$ cat src/core/drive_state_regs.svh
// numeric constants of the drive operating-state sequencer
`ifndef DRIVE_STATE_REGS_SVH
`define DRIVE_STATE_REGS_SVH

// displayed state numbers
`define CODE_START        4'h1
`define CODE_NOT_READY    4'h2
`define CODE_SW_DISABLED  4'h3
`define CODE_READY        4'h4
`define CODE_SWITCHED_ON  4'h5
`define CODE_OP_ENABLED   4'h6
`define CODE_QUICK_STOP   4'h7
`define CODE_FAULT_REACT  4'h8
`define CODE_FAULT        4'h9

// speed monitoring, in 1/min
`define SPEED_LIMIT_RPM   16'h03e8
`define SPEED_STANDSTILL  16'h0000

// error classes
`define CLASS_WARNING     3'h0
`define CLASS_QUICK_STOP  3'h1
`define CLASS_QS_OFF      3'h2
`define CLASS_FATAL       3'h3
`define CLASS_UNCONTROL   3'h4

// synchronised pin bits
`define SYNC_W            4
`define PIN_ENABLE        0
`define PIN_FAULT_RESET   1
`define PIN_SAFETY_A      2
`define PIN_SAFETY_B      3

`endif

$ cat src/core/drive_state_pkg.sv
// types shared by the drive operating-state sequencer
package drive_state_pkg;

    typedef enum logic [2:0] {
        CMD_SHUTDOWN,
        CMD_SWITCH_ON,
        CMD_ENABLE_OP,
        CMD_DISABLE_OP,
        CMD_DISABLE_VOLTAGE,
        CMD_QUICK_STOP,
        CMD_FAULT_RESET
    } fb_cmd_e;

    typedef struct packed {
        logic    valid;
        fb_cmd_e cmd;
    } fb_cmd_s;

    typedef struct packed {
        logic       valid;
        logic [2:0] cls;
    } error_s;

    typedef enum logic [3:0] {
        ST_START,
        ST_NOT_READY,
        ST_SW_DISABLED,
        ST_READY,
        ST_SWITCHED_ON,
        ST_OP_ENABLED,
        ST_QUICK_STOP,
        ST_FAULT_REACT,
        ST_FAULT
    } op_state_e;

endpackage

$ cat src/core/drive_state_machine.sv
// operating-state sequencer of the servo power stage
`timescale 1ns/1ps
`include "drive_state_regs.svh"

module drive_state_machine (
    input  wire logic                     mclk,
    input  wire logic                     rst,
    input  wire logic                     enable_pin,
    input  wire logic                     fault_reset_pin,
    input  wire logic                     safety_power_removal_a,
    input  wire logic                     safety_power_removal_b,
    input  wire logic                     fieldbus_mode,
    input  wire logic                     canopen_bus,
    input  wire logic                     legacy_profile_compat,
    input  wire drive_state_pkg::fb_cmd_s fb_cmd,
    input  wire drive_state_pkg::error_s  error_in,
    input  wire logic                     init_done,
    input  wire logic                     first_setup_done,
    input  wire logic                     encoder_ok,
    input  wire logic                     dc_bus_ok,
    input  wire logic [15:0]              speed_rpm,
    output logic [3:0]                    state_code_q,
    output logic                          amp_on_q,
    output logic                          brake_release_q,
    output logic                          halt_req_q,
    output logic                          quick_stop_req_q,
    output logic                          encoder_check_q,
    output logic                          phase_check_q,
    output logic                          fault_clear_q
);

    drive_state_pkg::op_state_e state_q;
    drive_state_pkg::op_state_e state_d;
    logic [`SYNC_W-1:0]         pin_lvl;
    logic [`SYNC_W-1:0]         pin_rise;
    logic [`SYNC_W-1:0]         pin_fall;
    logic                       local_mode;
    logic                       en_rise;
    logic                       en_fall;
    logic                       en_high;
    logic                       clr_rise;
    logic                       safety_on;
    logic                       safety_off;
    logic                       speed_low;
    logic                       need_shutdown;
    logic                       hi_err;
    logic                       cls1_err;
    logic                       fr_start;
    logic                       fr_stop_run;
    logic                       fr_done;
    logic [2:0]                 fr_cls;
    logic                       fb_qs_q;
    logic                       c_shutdown;
    logic                       c_switch_on;
    logic                       c_enable_op;
    logic                       c_disable_op;
    logic                       c_disable_v;
    logic                       c_quick_stop;
    logic                       c_fault_reset;

    // displayed number of a state
    function automatic logic [3:0] code_of(input drive_state_pkg::op_state_e s);
        unique case (s)
            drive_state_pkg::ST_START:       code_of = `CODE_START;
            drive_state_pkg::ST_NOT_READY:   code_of = `CODE_NOT_READY;
            drive_state_pkg::ST_SW_DISABLED: code_of = `CODE_SW_DISABLED;
            drive_state_pkg::ST_READY:       code_of = `CODE_READY;
            drive_state_pkg::ST_SWITCHED_ON: code_of = `CODE_SWITCHED_ON;
            drive_state_pkg::ST_OP_ENABLED:  code_of = `CODE_OP_ENABLED;
            drive_state_pkg::ST_QUICK_STOP:  code_of = `CODE_QUICK_STOP;
            drive_state_pkg::ST_FAULT_REACT: code_of = `CODE_FAULT_REACT;
            drive_state_pkg::ST_FAULT:       code_of = `CODE_FAULT;
            default:                         code_of = `CODE_START;
        endcase
    endfunction

    // fieldbus command decode, gated by control mode
    function automatic logic is_cmd(input drive_state_pkg::fb_cmd_s c, input drive_state_pkg::fb_cmd_e k,
                                    input logic fb_mode);
        is_cmd = fb_mode && c.valid && (c.cmd == k);
    endfunction

    // local pins enter through synchronisers
    pin_sync_edge u_pins (
        .mclk    (mclk),
        .rst     (rst),
        .pin_raw ({safety_power_removal_b, safety_power_removal_a, fault_reset_pin, enable_pin}),
        .level   (pin_lvl),
        .rise    (pin_rise),
        .fall    (pin_fall)
    );

    // enable and fault-reset pin events count only in local control mode, safety pins count in both modes
    assign local_mode = ~fieldbus_mode;
    assign en_rise    = local_mode & pin_rise[`PIN_ENABLE];
    assign en_fall    = local_mode & pin_fall[`PIN_ENABLE];
    assign en_high    = local_mode & pin_lvl[`PIN_ENABLE];
    assign clr_rise   = local_mode & pin_rise[`PIN_FAULT_RESET];
    assign safety_on  = pin_lvl[`PIN_SAFETY_A] & pin_lvl[`PIN_SAFETY_B];
    assign safety_off = ~pin_lvl[`PIN_SAFETY_A] & ~pin_lvl[`PIN_SAFETY_B];
    assign speed_low  = speed_rpm < `SPEED_LIMIT_RPM;

    // commands honoured only in fieldbus control mode
    assign c_shutdown    = is_cmd(fb_cmd, drive_state_pkg::CMD_SHUTDOWN, fieldbus_mode);
    assign c_switch_on   = is_cmd(fb_cmd, drive_state_pkg::CMD_SWITCH_ON, fieldbus_mode);
    assign c_enable_op   = is_cmd(fb_cmd, drive_state_pkg::CMD_ENABLE_OP, fieldbus_mode);
    assign c_disable_op  = is_cmd(fb_cmd, drive_state_pkg::CMD_DISABLE_OP, fieldbus_mode);
    assign c_disable_v   = is_cmd(fb_cmd, drive_state_pkg::CMD_DISABLE_VOLTAGE, fieldbus_mode);
    assign c_quick_stop  = is_cmd(fb_cmd, drive_state_pkg::CMD_QUICK_STOP, fieldbus_mode);
    assign c_fault_reset = is_cmd(fb_cmd, drive_state_pkg::CMD_FAULT_RESET, fieldbus_mode);

    // shutdown gate for leaving switch-on disabled
    assign need_shutdown = fieldbus_mode & canopen_bus & legacy_profile_compat;

    // error classification
    assign hi_err   = error_in.valid && (error_in.cls >= `CLASS_QS_OFF) && (error_in.cls <= `CLASS_UNCONTROL);
    assign cls1_err = error_in.valid && (error_in.cls == `CLASS_QUICK_STOP);

    // fault reaction starts on every class 2-4 error outside fault reaction
    assign fr_start = hi_err && (state_q != drive_state_pkg::ST_FAULT_REACT);

    fault_reaction u_react (
        .mclk       (mclk),
        .rst        (rst),
        .start      (fr_start),
        .start_cls  (error_in.cls),
        .standstill (speed_rpm == `SPEED_STANDSTILL),
        .clear      (fault_clear_q),
        .stop_run_q (fr_stop_run),
        .done_q     (fr_done),
        .cls_q      (fr_cls)
    );

    // next-state selection, class 2-4 errors first
    always_comb begin
        state_d = state_q;
        if (hi_err) begin
            state_d = drive_state_pkg::ST_FAULT_REACT;
        end else begin
            unique case (state_q)
                drive_state_pkg::ST_START: begin
                    if (init_done && speed_low) state_d = drive_state_pkg::ST_NOT_READY;
                end
                drive_state_pkg::ST_NOT_READY: begin
                    if (first_setup_done) state_d = drive_state_pkg::ST_SW_DISABLED;
                end
                drive_state_pkg::ST_SW_DISABLED: begin
                    if (encoder_ok && dc_bus_ok && safety_on && speed_low &&
                        (!need_shutdown || c_shutdown)) begin
                        state_d = drive_state_pkg::ST_READY;
                    end
                end
                drive_state_pkg::ST_READY: begin
                    if (!dc_bus_ok || !speed_low || safety_off || c_disable_v) begin
                        state_d = drive_state_pkg::ST_SW_DISABLED;
                    end else if (en_rise || c_switch_on) begin
                        state_d = drive_state_pkg::ST_SWITCHED_ON;
                    end
                end
                drive_state_pkg::ST_SWITCHED_ON: begin
                    if (en_fall || c_disable_v) begin
                        state_d = drive_state_pkg::ST_SW_DISABLED;
                    end else if (c_shutdown) begin
                        state_d = drive_state_pkg::ST_READY;
                    end else if (en_high || c_enable_op) begin
                        state_d = drive_state_pkg::ST_OP_ENABLED;
                    end
                end
                drive_state_pkg::ST_OP_ENABLED: begin
                    if (en_fall || c_disable_v) begin
                        state_d = drive_state_pkg::ST_SW_DISABLED;
                    end else if (c_shutdown) begin
                        state_d = drive_state_pkg::ST_READY;
                    end else if (c_disable_op) begin
                        state_d = drive_state_pkg::ST_SWITCHED_ON;
                    end else if (cls1_err || c_quick_stop) begin
                        state_d = drive_state_pkg::ST_QUICK_STOP;
                    end
                end
                drive_state_pkg::ST_QUICK_STOP: begin
                    if (en_fall || c_disable_v) begin
                        state_d = drive_state_pkg::ST_SW_DISABLED;
                    end else if (clr_rise || c_fault_reset || (c_enable_op && fb_qs_q)) begin
                        state_d = drive_state_pkg::ST_OP_ENABLED;
                    end
                end
                drive_state_pkg::ST_FAULT_REACT: begin
                    if (fr_done) state_d = drive_state_pkg::ST_FAULT;
                end
                drive_state_pkg::ST_FAULT: begin
                    // class 4 clears only by power cycling
                    if ((clr_rise || c_fault_reset) && fr_cls != `CLASS_UNCONTROL) begin
                        state_d = drive_state_pkg::ST_SW_DISABLED;
                    end
                end
                default: state_d = drive_state_pkg::ST_START;
            endcase
        end
    end

    // state register, one transition per cycle
    always_ff @(posedge mclk) begin
        if (rst) begin
            state_q <= drive_state_pkg::ST_START;
        end else begin
            state_q <= state_d;
        end
    end

    // remembers whether quick stop came from the fieldbus
    always_ff @(posedge mclk) begin
        if (rst) begin
            fb_qs_q <= 1'b0;
        end else if (state_q == drive_state_pkg::ST_OP_ENABLED && state_d == drive_state_pkg::ST_QUICK_STOP) begin
            fb_qs_q <= c_quick_stop && !cls1_err;
        end
    end

    // level responses follow the next state
    always_ff @(posedge mclk) begin
        if (rst) begin
            state_code_q     <= `CODE_START;
            amp_on_q         <= 1'b0;
            brake_release_q  <= 1'b0;
            quick_stop_req_q <= 1'b0;
        end else begin
            state_code_q     <= code_of(state_d);
            // a class 2 stop keeps the amplifier on from its first cycle, before the reaction flop has set
            amp_on_q         <= (state_d == drive_state_pkg::ST_OP_ENABLED) ||
                                (state_d == drive_state_pkg::ST_QUICK_STOP) ||
                                (state_d == drive_state_pkg::ST_FAULT_REACT &&
                                 (fr_stop_run || (fr_start && error_in.cls == `CLASS_QS_OFF)));
            brake_release_q  <= (state_d == drive_state_pkg::ST_OP_ENABLED) ||
                                (state_d == drive_state_pkg::ST_QUICK_STOP);
            quick_stop_req_q <= (state_d == drive_state_pkg::ST_QUICK_STOP) ||
                                (state_d == drive_state_pkg::ST_FAULT_REACT &&
                                 (fr_stop_run || (fr_start && error_in.cls == `CLASS_QS_OFF)));
        end
    end

    // one-cycle responses on transitions
    always_ff @(posedge mclk) begin
        if (rst) begin
            encoder_check_q <= 1'b0;
            phase_check_q   <= 1'b0;
            halt_req_q      <= 1'b0;
            fault_clear_q   <= 1'b0;
        end else begin
            encoder_check_q <= state_q == drive_state_pkg::ST_START && state_d == drive_state_pkg::ST_NOT_READY;
            phase_check_q   <= state_q == drive_state_pkg::ST_SWITCHED_ON &&
                               state_d == drive_state_pkg::ST_OP_ENABLED;
            halt_req_q      <= state_q == drive_state_pkg::ST_OP_ENABLED &&
                               state_d == drive_state_pkg::ST_SWITCHED_ON;
            fault_clear_q   <= state_q == drive_state_pkg::ST_FAULT &&
                               state_d == drive_state_pkg::ST_SW_DISABLED;
        end
    end

    a_code_matches: assert property (@(posedge mclk) disable iff (rst)
        state_code_q == code_of(state_q)) else $error("state code differs from state");

    a_reset_start: assert property (@(posedge mclk) disable iff (rst)
        $fell(rst) |-> state_q == drive_state_pkg::ST_START && !amp_on_q) else $error("not in start after reset");

    a_error_first: assert property (@(posedge mclk) disable iff (rst)
        hi_err |=> state_q == drive_state_pkg::ST_FAULT_REACT) else $error("class 2-4 error not taken first");

    a_encoder_check: assert property (@(posedge mclk) disable iff (rst)
        ($past(state_q) == drive_state_pkg::ST_START && state_q == drive_state_pkg::ST_NOT_READY)
        |-> encoder_check_q) else $error("encoder check missing");

    a_local_ignores_cmd: assert property (@(posedge mclk) disable iff (rst)
        (state_q == drive_state_pkg::ST_READY && local_mode && !en_rise)
        |=> state_q != drive_state_pkg::ST_SWITCHED_ON) else $error("switched on without local edge");

    a_shutdown_gate: assert property (@(posedge mclk) disable iff (rst)
        (state_q == drive_state_pkg::ST_SW_DISABLED && need_shutdown && !c_shutdown)
        |=> state_q != drive_state_pkg::ST_READY) else $error("left disabled without shutdown");

    a_amp_off_fast: assert property (@(posedge mclk) disable iff (rst)
        (state_q inside {drive_state_pkg::ST_OP_ENABLED, drive_state_pkg::ST_QUICK_STOP} && !hi_err &&
         (en_fall || c_disable_v)) |=> !amp_on_q && state_q == drive_state_pkg::ST_SW_DISABLED)
        else $error("amplifier not dropped on disable");

    a_quick_stop_in: assert property (@(posedge mclk) disable iff (rst)
        (state_q == drive_state_pkg::ST_OP_ENABLED && !hi_err && !en_fall && !c_disable_v && !c_shutdown &&
         !c_disable_op && cls1_err) |=> state_q == drive_state_pkg::ST_QUICK_STOP ##0 amp_on_q && quick_stop_req_q)
        else $error("class 1 error did not quick stop");

    a_qs_resume_src: assert property (@(posedge mclk) disable iff (rst)
        ($past(state_q) == drive_state_pkg::ST_QUICK_STOP && state_q == drive_state_pkg::ST_OP_ENABLED)
        |-> ($past(clr_rise) || $past(c_fault_reset) || $past(fb_qs_q))) else $error("bad quick stop exit");

    a_fault_done: assert property (@(posedge mclk) disable iff (rst)
        (state_q == drive_state_pkg::ST_FAULT_REACT && fr_done && !hi_err) |=> state_q == drive_state_pkg::ST_FAULT)
        else $error("fault reaction did not complete");

    a_fault_clear: assert property (@(posedge mclk) disable iff (rst)
        ($past(state_q) == drive_state_pkg::ST_FAULT && state_q == drive_state_pkg::ST_SW_DISABLED)
        |-> fault_clear_q ##1 !fault_clear_q) else $error("fault clear pulse wrong");

endmodule // drive_state_machine

$ cat src/core/pin_sync_edge.sv
// two-flop synchroniser with edge detection for the local pins
`timescale 1ns/1ps
`include "drive_state_regs.svh"

module pin_sync_edge (
    input  wire logic                 mclk,
    input  wire logic                 rst,
    input  wire logic [`SYNC_W-1:0]   pin_raw,
    output logic      [`SYNC_W-1:0]   level,
    output logic      [`SYNC_W-1:0]   rise,
    output logic      [`SYNC_W-1:0]   fall
);

    logic [`SYNC_W-1:0] meta_q;
    logic [`SYNC_W-1:0] sync_q;
    logic [`SYNC_W-1:0] prev_q;

    genvar i;
    generate
        for (i = 0; i < `SYNC_W; i = i + 1) begin : g_bit
            // first flop feeds only the second
            always_ff @(posedge mclk) begin
                if (rst) begin
                    meta_q[i] <= 1'b0;
                    sync_q[i] <= 1'b0;
                    prev_q[i] <= 1'b0;
                end else begin
                    meta_q[i] <= pin_raw[i];
                    sync_q[i] <= meta_q[i];
                    prev_q[i] <= sync_q[i];
                end
            end
            assign level[i] = sync_q[i];
            assign rise[i]  = sync_q[i] & ~prev_q[i];
            assign fall[i]  = ~sync_q[i] & prev_q[i];
        end
    endgenerate

endmodule // pin_sync_edge

$ cat src/core/fault_reaction.sv
// error response sequencing for class 2 to 4 errors
`timescale 1ns/1ps
`include "drive_state_regs.svh"

module fault_reaction (
    input  wire logic       mclk,
    input  wire logic       rst,
    input  wire logic       start,
    input  wire logic [2:0] start_cls,
    input  wire logic       standstill,
    input  wire logic       clear,
    output logic            stop_run_q,
    output logic            done_q,
    output logic [2:0]      cls_q
);

    logic busy_q;

    // class 2 stops first, classes 3 and 4 end at once
    always_ff @(posedge mclk) begin
        if (rst) begin
            busy_q     <= 1'b0;
            stop_run_q <= 1'b0;
            done_q     <= 1'b0;
        end else if (start) begin
            busy_q     <= 1'b1;
            stop_run_q <= (start_cls == `CLASS_QS_OFF);
            done_q     <= 1'b0;
        end else if (busy_q && (!stop_run_q || standstill)) begin
            busy_q     <= 1'b0;
            stop_run_q <= 1'b0;
            done_q     <= 1'b1;
        end else begin
            done_q     <= 1'b0;
        end
    end

    // worst class seen since the last clear
    always_ff @(posedge mclk) begin
        if (rst) begin
            cls_q <= `CLASS_WARNING;
        end else if (start && start_cls > cls_q) begin
            cls_q <= start_cls;
        end else if (clear) begin
            cls_q <= `CLASS_WARNING;
        end
    end

endmodule // fault_reaction

$ cat config.mk
export PLATFORM = sky130hd
export DESIGN_NAME = drive_state_machine
export DESIGN_NICKNAME = d
export VERILOG_FILES = /design/src/core/drive_state_pkg.sv /design/src/core/drive_state_machine.sv /design/src/core/pin_sync_edge.sv /design/src/core/fault_reaction.sv
export VERILOG_INCLUDE_DIRS = /design/src /design/src/core
export SDC_FILE = /design/constraint.sdc
export NUM_CORES = 1
export LEC_CHECK = 0
export BUFFER_PORTS_ARGS = -buffer_cell sky130_fd_sc_hd__buf_2
export CAP_MARGIN = 20
export CORE_AREA = 4 4 64 66
export DETAILED_ROUTE_END_ITERATION = 12
export DIE_AREA = 0 0 68 70
export PLACE_DENSITY = 0.82
export SKIP_CTS_REPAIR_TIMING = 1
export SYNTH_ARGS = -nofsm -noshare
export SYNTH_HDL_FRONTEND = slang
export SYNTH_SLANG_ARGS = --single-unit
$ cat constraint.sdc
create_clock -name mclk -period 4.3 [get_ports mclk]
set_input_delay 1.29 -clock mclk [delete_from_list [all_inputs] [get_ports mclk]]
set_output_delay 1.29 -clock mclk [all_outputs]
set_load 0.01 [all_outputs]
==> run metrics, run 1 <==
run status=finished, final reports clean; Synth async-reset ratio=0; pin count of the biggest net entering global routing=22; GRT Total Usage=0.198; MaxCap Viol Count=0; Slew @ Worst Pin=0.810 ns; syn_area_per_cell=8.78 um2; CP startpoint kind=input port; worst skew pair latency=0.35 ns; Worst Hold Class=flop to flop; input/output buffers=47; Synth top area share=0.360; DP Worst Slack=0.497 ns; sequential area share after synthesis=0.360; total number of vias=1731; Layout area overhead=20.2%; minimum clock period=~3.5 ns; Layout Skew=0.00447 ns; first-pass GRT wire length=between 7000 and 8000 um; Synth top cells by count=dfxtp_1 (32), inv_1 (15), nor2b_1 (13); CTS Sinks=32; Setup Crit Path Kind=input port to flop; ys flop type=dfxtp_1; largest area contributor in the netlist=dfxtp_1; initial antenna violation count=0; Placed Cells incl. Taps=291; Worst Path Arrival=3.74 ns; final instance area=0.00214 mm2; total core area=0.00358 mm2; Critical Path RT=4.58 ns; DIE AREA=0.00476 mm2; setup TNS=0 ns; H-Tree Depth=2; Post-Route Utilization=0.599; Filler cells=338; cell area power density=335 mW/mm2; TritonCTS buffer count=5; vias in the first global route=1603; Final Hold Fails=0; Syn Inst Count=203; final setup margin=0.835 ns; post-synth cell types=53; Power Total=0.718 mW; Overflow after GRT=0; Fin Hold WS=approximately 0.44 ns; Initial Utilization=0.498; clk buf depth=2; Inserted Diodes=0; final setup fails=0; Ys Warns=0; # IOs=48; Placer Congestion=approximately 0.9; drt pass-1 iters=4; Post-Syn Nets=about 250; #FFs+latches synth=32; Clk Tree Root Cell=clkbuf_4; Post-Place Cell Area=0.00205 mm2; count of flip-flops with a built-in enable after synthesis=0; clock-pin slew on the worst setup and hold paths=0.10 ns; RSZ-0062 raised after global routing=no; Post-Layout Cell Count=299; CP max FO=10; count leader, synth=dfxtp_1; # rows=22; Die Span X=68 um; Peak Freq=between 200 and 300 MHz; die height=around 70 um; CTS tree=yes; fraction of layout cells with a size suffix above 1=0.251; nets@finish=295; Final Max Slew Viols=0; worst vdd ir=0.000210 V; DRC violations left=0; area taken by multi-input logic gates=0.00105 mm2; leading post-synthesis cells by cell area=dfxtp_1 (36%), ha_1 (5.6%), nor2b_1 (4.6%); headroom to the max-slew limit=0.452; Reg area=~640 um2; Leakage=0.886 nW; routed wire length=4340 um; R2R Setup Slk=1.53 ns; Syn Std Cell Area=0.00178 mm2; DR vias/cell=5.79; Worst Setup End Kind=flop; dpl hpwl=about 3400 um; Antenna Nets Post-Route=0; routed wire length per instance=14.5 um; DRT iter0 DRCs=between 100 and 150; fin crit share=0.806
==> report_power, final <==
part	internal, mW	switching [mW]
Sequential	0.312	0.0128
Clock	0.154	0.106
Combinational	0.0606	0.0727
Total	0.527	0.191
==> critical path, stage by stage <==
cell	delay, ns
buf_2	0.15
nand3b_1	0.15
a2bb2oi_1	0.37
o32ai_1	0.16
o21a_1	0.24
nor4_1	0.50
ha_1	0.29
nand2_1	0.07
or3_1	0.35
a21oi_1	0.16
==> worst paths after layout <==
| check | startpoint | endpoint | cells after the start |
|---|---|---|---|
| max | fieldbus_mode | fb_qs_q | 10 |
| min | u_pins.meta_q[0] | u_pins.level[0] | 1 |
| max reg2reg | state_q[1] | fb_qs_q | 9 |
| min reg2reg | u_pins.meta_q[0] | u_pins.level[0] | 1 |
==> logic make-up after synthesis <==
kind of cell,count (synthesis),synth area share
AND/OR/NAND/NOR,85,0.304
multiplexers,2,0.0112
AO/OA/AOI/OAI,53,0.216
flip-flops,32,0.360
adder cells (fa/ha/maj),8,0.0562
buffers and inverters,23,0.0527
==> sequential cells by signal, indices dropped and copies added (netlist names) <==
signal and count:
state_code_q 4, state_q 4, u_pins.level 4, u_pins.meta_q 4, u_react.cls_q 3, u_pins.prev_q 2, amp_on_q 1, brake_release_q 1
encoder_check_q 1, fault_clear_q 1, fb_qs_q 1, halt_req_q 1, phase_check_q 1, quick_stop_req_q 1, u_react.busy_q 1, u_react.done_q 1
u_react.stop_run_q 1
==> area by class of cell <==
class,instances,share of cell area
clock buffers,7,0.0304
flip-flops and latches,32,0.299
multi-input cells,148,0.489
repair buffers,48,0.113
inverters,15,0.0263
clock inverters,1,0.0140
well taps,48,0.0280
==> per-layer routing <==
metal / part of all wire / global-route usage / wire [um]
met1: 0.43 / 0.256 / 1850
met2: 0.50 / 0.312 / 2150
met3: 0.061 / 0.0402 / 263
met4: 0.017 / 0.0861 / 73
met5: 0 / 0 / 0
==> cell usage in the layout, fill, tap and decap left out, types with 2 or more instances in the layout <==
| cell | instances |
|---|---|
| nand4_1 | 2 |
| o31ai_1 | 2 |
| a21oi_1 | 9 |
| nor4b_1 | 4 |
| nand3_1 | 5 |
| inv_1 | 15 |
| a2bb2oi_1 | 2 |
| a41oi_1 | 3 |
| nand4bb_1 | 2 |
| nand2_1 | 8 |
| nor3_1 | 2 |
| nand2b_1 | 5 |
| nor3b_1 | 6 |
| clkbuf_8 | 2 |
| o21ai_0 | 7 |
| clkbuf_4 | 5 |
| dfxtp_1 | 32 |
| a31oi_1 | 4 |
| a211oi_1 | 4 |
| o211ai_1 | 3 |
| ha_1 | 8 |
| a21boi_0 | 3 |
| or3_1 | 2 |
| o21a_1 | 3 |
| o32ai_1 | 2 |
| nor2_1 | 12 |
| nand3b_1 | 2 |
| nor4_1 | 5 |
| buf_2 | 47 |
| and3_1 | 7 |
| mux2i_1 | 2 |
| nor2b_1 | 13 |
(Power assumes the default switching activity.)
==> inputs of run 2 (changes only) <==
Clock period 4.3 ns to 3.2 ns, I/O delays scaled along.
==> run metrics, run 2 (same netlist as run 1, synthesis figures left out) <==
switching part of the total power=0.281; MaxCap Viol Count=0; Peak Freq=340 MHz; routed wire length=4530 um; Worst Path Arrival=3.21 ns; nets@finish=306; total number of vias=1746; worst skew pair latency=roughly 0.33 ns; # rows=22; dpl hpwl=3570 um; Layout area overhead=23.2%; GRT Total Usage=0.205; sequential share of power=0.496; RSZ-0062 raised after global routing=no; fraction of layout cells with a size suffix above 1=0.280; # IOs=48; Clk pwr share=0.284; CP max FO=5; Die Span X=68 um; Initial Utilization=0.498; DRC violations left=0; CTS tree=yes; final setup fails=0; Clk Tree Root Cell=clkbuf_4; Post-Layout Cell Count=309; routed wire length per instance=~15 um; clock-pin slew on the worst setup and hold paths=0.09 ns; Slew @ Worst Pin=0.625 ns; P_int=0.635 mW; cell area power density=a little over 400 mW/mm2; vias in the first global route=1727; Setup Crit Path Kind=input port to flop; initial antenna violation count=0; DR vias/cell=5.65; final setup margin=0.262 ns; die height=70 um; Psw=0.248 mW; setup TNS=0 ns; DP Worst Slack=-0.0516 ns; Placed Cells incl. Taps=302; input/output buffers=between 40 and 50; pin count of the biggest net entering global routing=22; fin crit share=0.918; run status=finished, final reports clean; H-Tree Depth=2; headroom to the max-slew limit=0.578; TritonCTS buffer count=5; Leakage=~0.93 nW; DRT iter0 DRCs=132; Final Hold Fails=0; commonest non-fill, non-tap cells in the layout=buf_2 (47), dfxtp_1 (32), inv_1 (15); worst vdd ir=0.000372 V; clk buf depth=2; Final Max Slew Viols=0; Antenna Nets Post-Route=0; total core area=0.00358 mm2; CTS Sinks=32; Overflow after GRT=0; Worst Setup End Kind=flop; CP startpoint kind=input port; Critical Path RT=3.47 ns; drt pass-1 iters=4; DIE AREA=0.00476 mm2; first-pass GRT wire length=7490 um; minimum clock period=2.94 ns; Inserted Diodes=0; Layout Skew=0.00759 ns; Placer Congestion=roughly 0.9; Comb pwr share=0.220; commonest non-fill, non-tap cell in the layout=buf_2; Worst Hold Class=flop to flop
run 2: through the flow:
stage | utilization | instance area (um2) | power [mW] | hold slack [ns]
2_1_floorplan | - | 1780 | 0.562 | 0.414
3_3_place_gp | 0.595 | 2130 | 0.632 | 0.419
3_5_place_dp | 0.595 | 2130 | 0.638 | 0.420
4_1_cts | 0.613 | 2190 | 0.888 | 0.440
5_1_grt | 0.613 | 2190 | 0.930 | 0.462
6_report | 0.613 | 2190 | 0.883 | 0.438
run 2: worst paths after layout:
check | cells past startpoint | endpoint | startpoint | slack [ns]
setup reg to reg | 9 | fb_qs_q | state_q[1] | 0.52
hold reg to reg | 1 | u_pins.level[0] | u_pins.meta_q[0] | 0.44
setup / recovery | 10 | fb_qs_q | error_in[1] | 0.26
hold / removal | 1 | u_pins.level[0] | u_pins.meta_q[0] | 0.44
run 2: layout make-up:
cell class | instances | area, um2
clock buffers | 7 | 65.1
fillers | 329 | 1380
inverters | 15 | 56.3
multi-input cells | 148 | 1050
flip-flops and latches | 32 | 641
well taps | 48 | 60.1
repair buffers | 59 | 325
run 2: power groups by stage:
stage / clock network (mW) / registers, mW / logic [mW]
global placement: 0 / 0.446 / 0.186
detailed placement: 0 / 0.447 / 0.191
global route: 0.276 / 0.442 / 0.213
CTS: 0.258 / 0.438 / 0.193
floorplan: 0 / 0.441 / 0.120
finish: 0.251 / 0.438 / 0.194
run 2: metal layers:
metal,up-vias,part of all wire,track usage
met5,-,0,0
met4,0,0.029,0.110
met3,10,0.066,0.0531
met2,53,0.49,0.325
met1,810,0.41,0.246
li1,873,-,-
run 2: critical path, cell delays in order:
cell and delay, ns:
buf_2 0.13, and4bb_2 0.36, a211oi_1 0.09, o21a_1 0.19
o21a_1 0.19, nor4_1 0.42, ha_1 0.28, nand2_1 0.09
or3_1 0.37, a21oi_1 0.14
==> inputs of run 3 (changes only) <==
Settings changed: CORE_AREA 4 4 64 66 to 4 4 67 69, DIE_AREA 0 0 68 70 to 0 0 71 73, PLACE_DENSITY 0.82 to 0.79.
Clock period 3.2 ns to 2.7 ns, I/O delays scaled along.
==> run metrics, run 3 (same netlist as run 1, synthesis figures left out) <==
run status=finished, final reports clean; dpl hpwl=3880 um; die height=73 um; total number of vias=1996; WHS Endpoint=u_pins.level[0]; DR vias/cell=5.77; headroom to the max-slew limit=0.583; GRT Total Usage=0.199; Critical Path RT=2.92 ns; Post-Route Utilization=0.680; DIE AREA=0.00518 mm2; Worst Setup End Kind=flop; vias in the first global route=roughly 1800; Final Hold Fails=0; MaxCap Viol Count=0; Layout area overhead=49.4%; # rows=23; Worst R2R Path Depth=8; Overflow after GRT=0; CTS tree=yes; nets@finish=340; TritonCTS buffer count=5; hold path startpoint=u_pins.meta_q[0]; met1 usage=0.245; final setup margin=0.0132 ns; family with the most delay on the worst path=simple AND/OR/NAND/NOR gates; input/output buffers=47; CTS Sinks=32; R2R Setup Slk=roughly 0.30 ns; routed wire length per instance=approximately 16 um; R2R Path Start=state_q[2]; fin crit share=0.995; setup TNS=0 ns; Worst Path Arrival=2.91 ns; Peak Freq=372 MHz; worst path buffer plus inverter count=3; Filler cells=293; Power Total=1.20 mW; Worst Hold Class=flop to flop; CP startpoint kind=input port; Setup Crit Path Kind=input port to flop; first-pass GRT wire length=8130 um; met2 Use GR=0.325; Layout Skew=0.00747 ns; commonest non-fill, non-tap cells in the layout=buf_2 (46), buf_4 (44), dfxtp_1 (32); DRT iter0 DRCs=around 220; fraction of layout cells with a size suffix above 1=0.443; H-Tree Depth=2; GRT busiest layer=met2; # IOs=48; Slew @ Worst Pin=roughly 0.62 ns; drt pass-1 iters=4; Final Max Slew Viols=0; Antenna Nets Post-Route=0; Initial Utilization=0.455; cell area power density=approximately 450 mW/mm2; Min-Delay Path Depth=1; worst path cell trace=clkbuf_4 -> buf_6 -> nand3_2 -> o32ai_4 -> nor4b_4 -> buf_4 -> nor4_4 -> ha_2 -> nand2_1 -> or3_1 -> a21oi_1; max incr delay on CP=0.36 ns; commonest non-fill, non-tap cell in the layout=buf_2; Clk Tree Root Cell=clkbuf_8; worst skew pair latency=0.29 ns; total core area=0.00391 mm2; Die Span X=71 um; routed wire length=around 5500 um; Fin Hold WS=0.440 ns; clock-pin slew on the worst setup and hold paths=about 0.070 ns; Leakage=around 1.1 nW; Placer Congestion=between 0.9 and 1; final setup fails=0; r2r endpoint=fb_qs_q; minimum clock period=2.69 ns; DP Worst Slack=-0.291 ns; CP max FO=7; DRC violations left=0; worst vdd ir=about 0.00033 V; met3 Use GR=0.0413; Inserted Diodes=0; clk buf depth=2; CP max-delay cell=o32ai_4; initial antenna violation count=0; pin count of the biggest net entering global routing=22
run 3: cell types whose count changed in the layout (fill, tap and decap cells not counted), moves of 3 or more:
cell      change
buf_4        +32
ha_1          -3
clkbuf_8      +3
clkbuf_4      -4
run 3: layer usage:
metal  vias up  routed length (um)
met1       932                2270
met4         0                 126
met5         -                   0
li1        943                   -
met3        18                 478
met2       103                2660
run 3: metrics by stage:
step | area, um2 | cells
after detailed placement | 2380 | 331
after CTS | 2460 | 339
after floorplan | 1820 | 203
after global routing | 2660 | 346
after global placement | 2380 | 331
final | 2660 | 346
run 3: how the worst max path moves through the flow:
stage | from | to | cells after the start
3_3_place_gp | error_in[2] | state_code_q[2] | 9
3_5_place_dp | error_in[2] | state_code_q[2] | 9
5_1_grt | speed_rpm[11] | amp_on_q | 11
6_report | fieldbus_mode | fb_qs_q | 11
4_1_cts | error_in[2] | state_code_q[2] | 9
2_1_floorplan | error_in[2] | phase_check_q | 8
run 3: power by group:
group	total, mW	leakage (nW)	internal (mW)	switching [mW]
Sequential	0.515	0.262	0.498	0.0176
Combinational	0.316	0.836	0.157	0.159
Clock	0.364	0.0479	0.179	0.185
run 3: final cells by class:
| type | count | area (um2) | share of cell area |
|---|---|---|---|
| multi-input combinational | 148 | 1220 | 0.460 |
| sequential | 32 | 641 | 0.241 |
| timing repair buffer | 93 | 591 | 0.222 |
| clock buffer | 5 | 68.8 | 0.0259 |
| tap | 50 | 62.6 | 0.0235 |
| inverter | 15 | 56.3 | 0.0212 |
| clock inverter | 3 | 18.8 | 0.00705 |
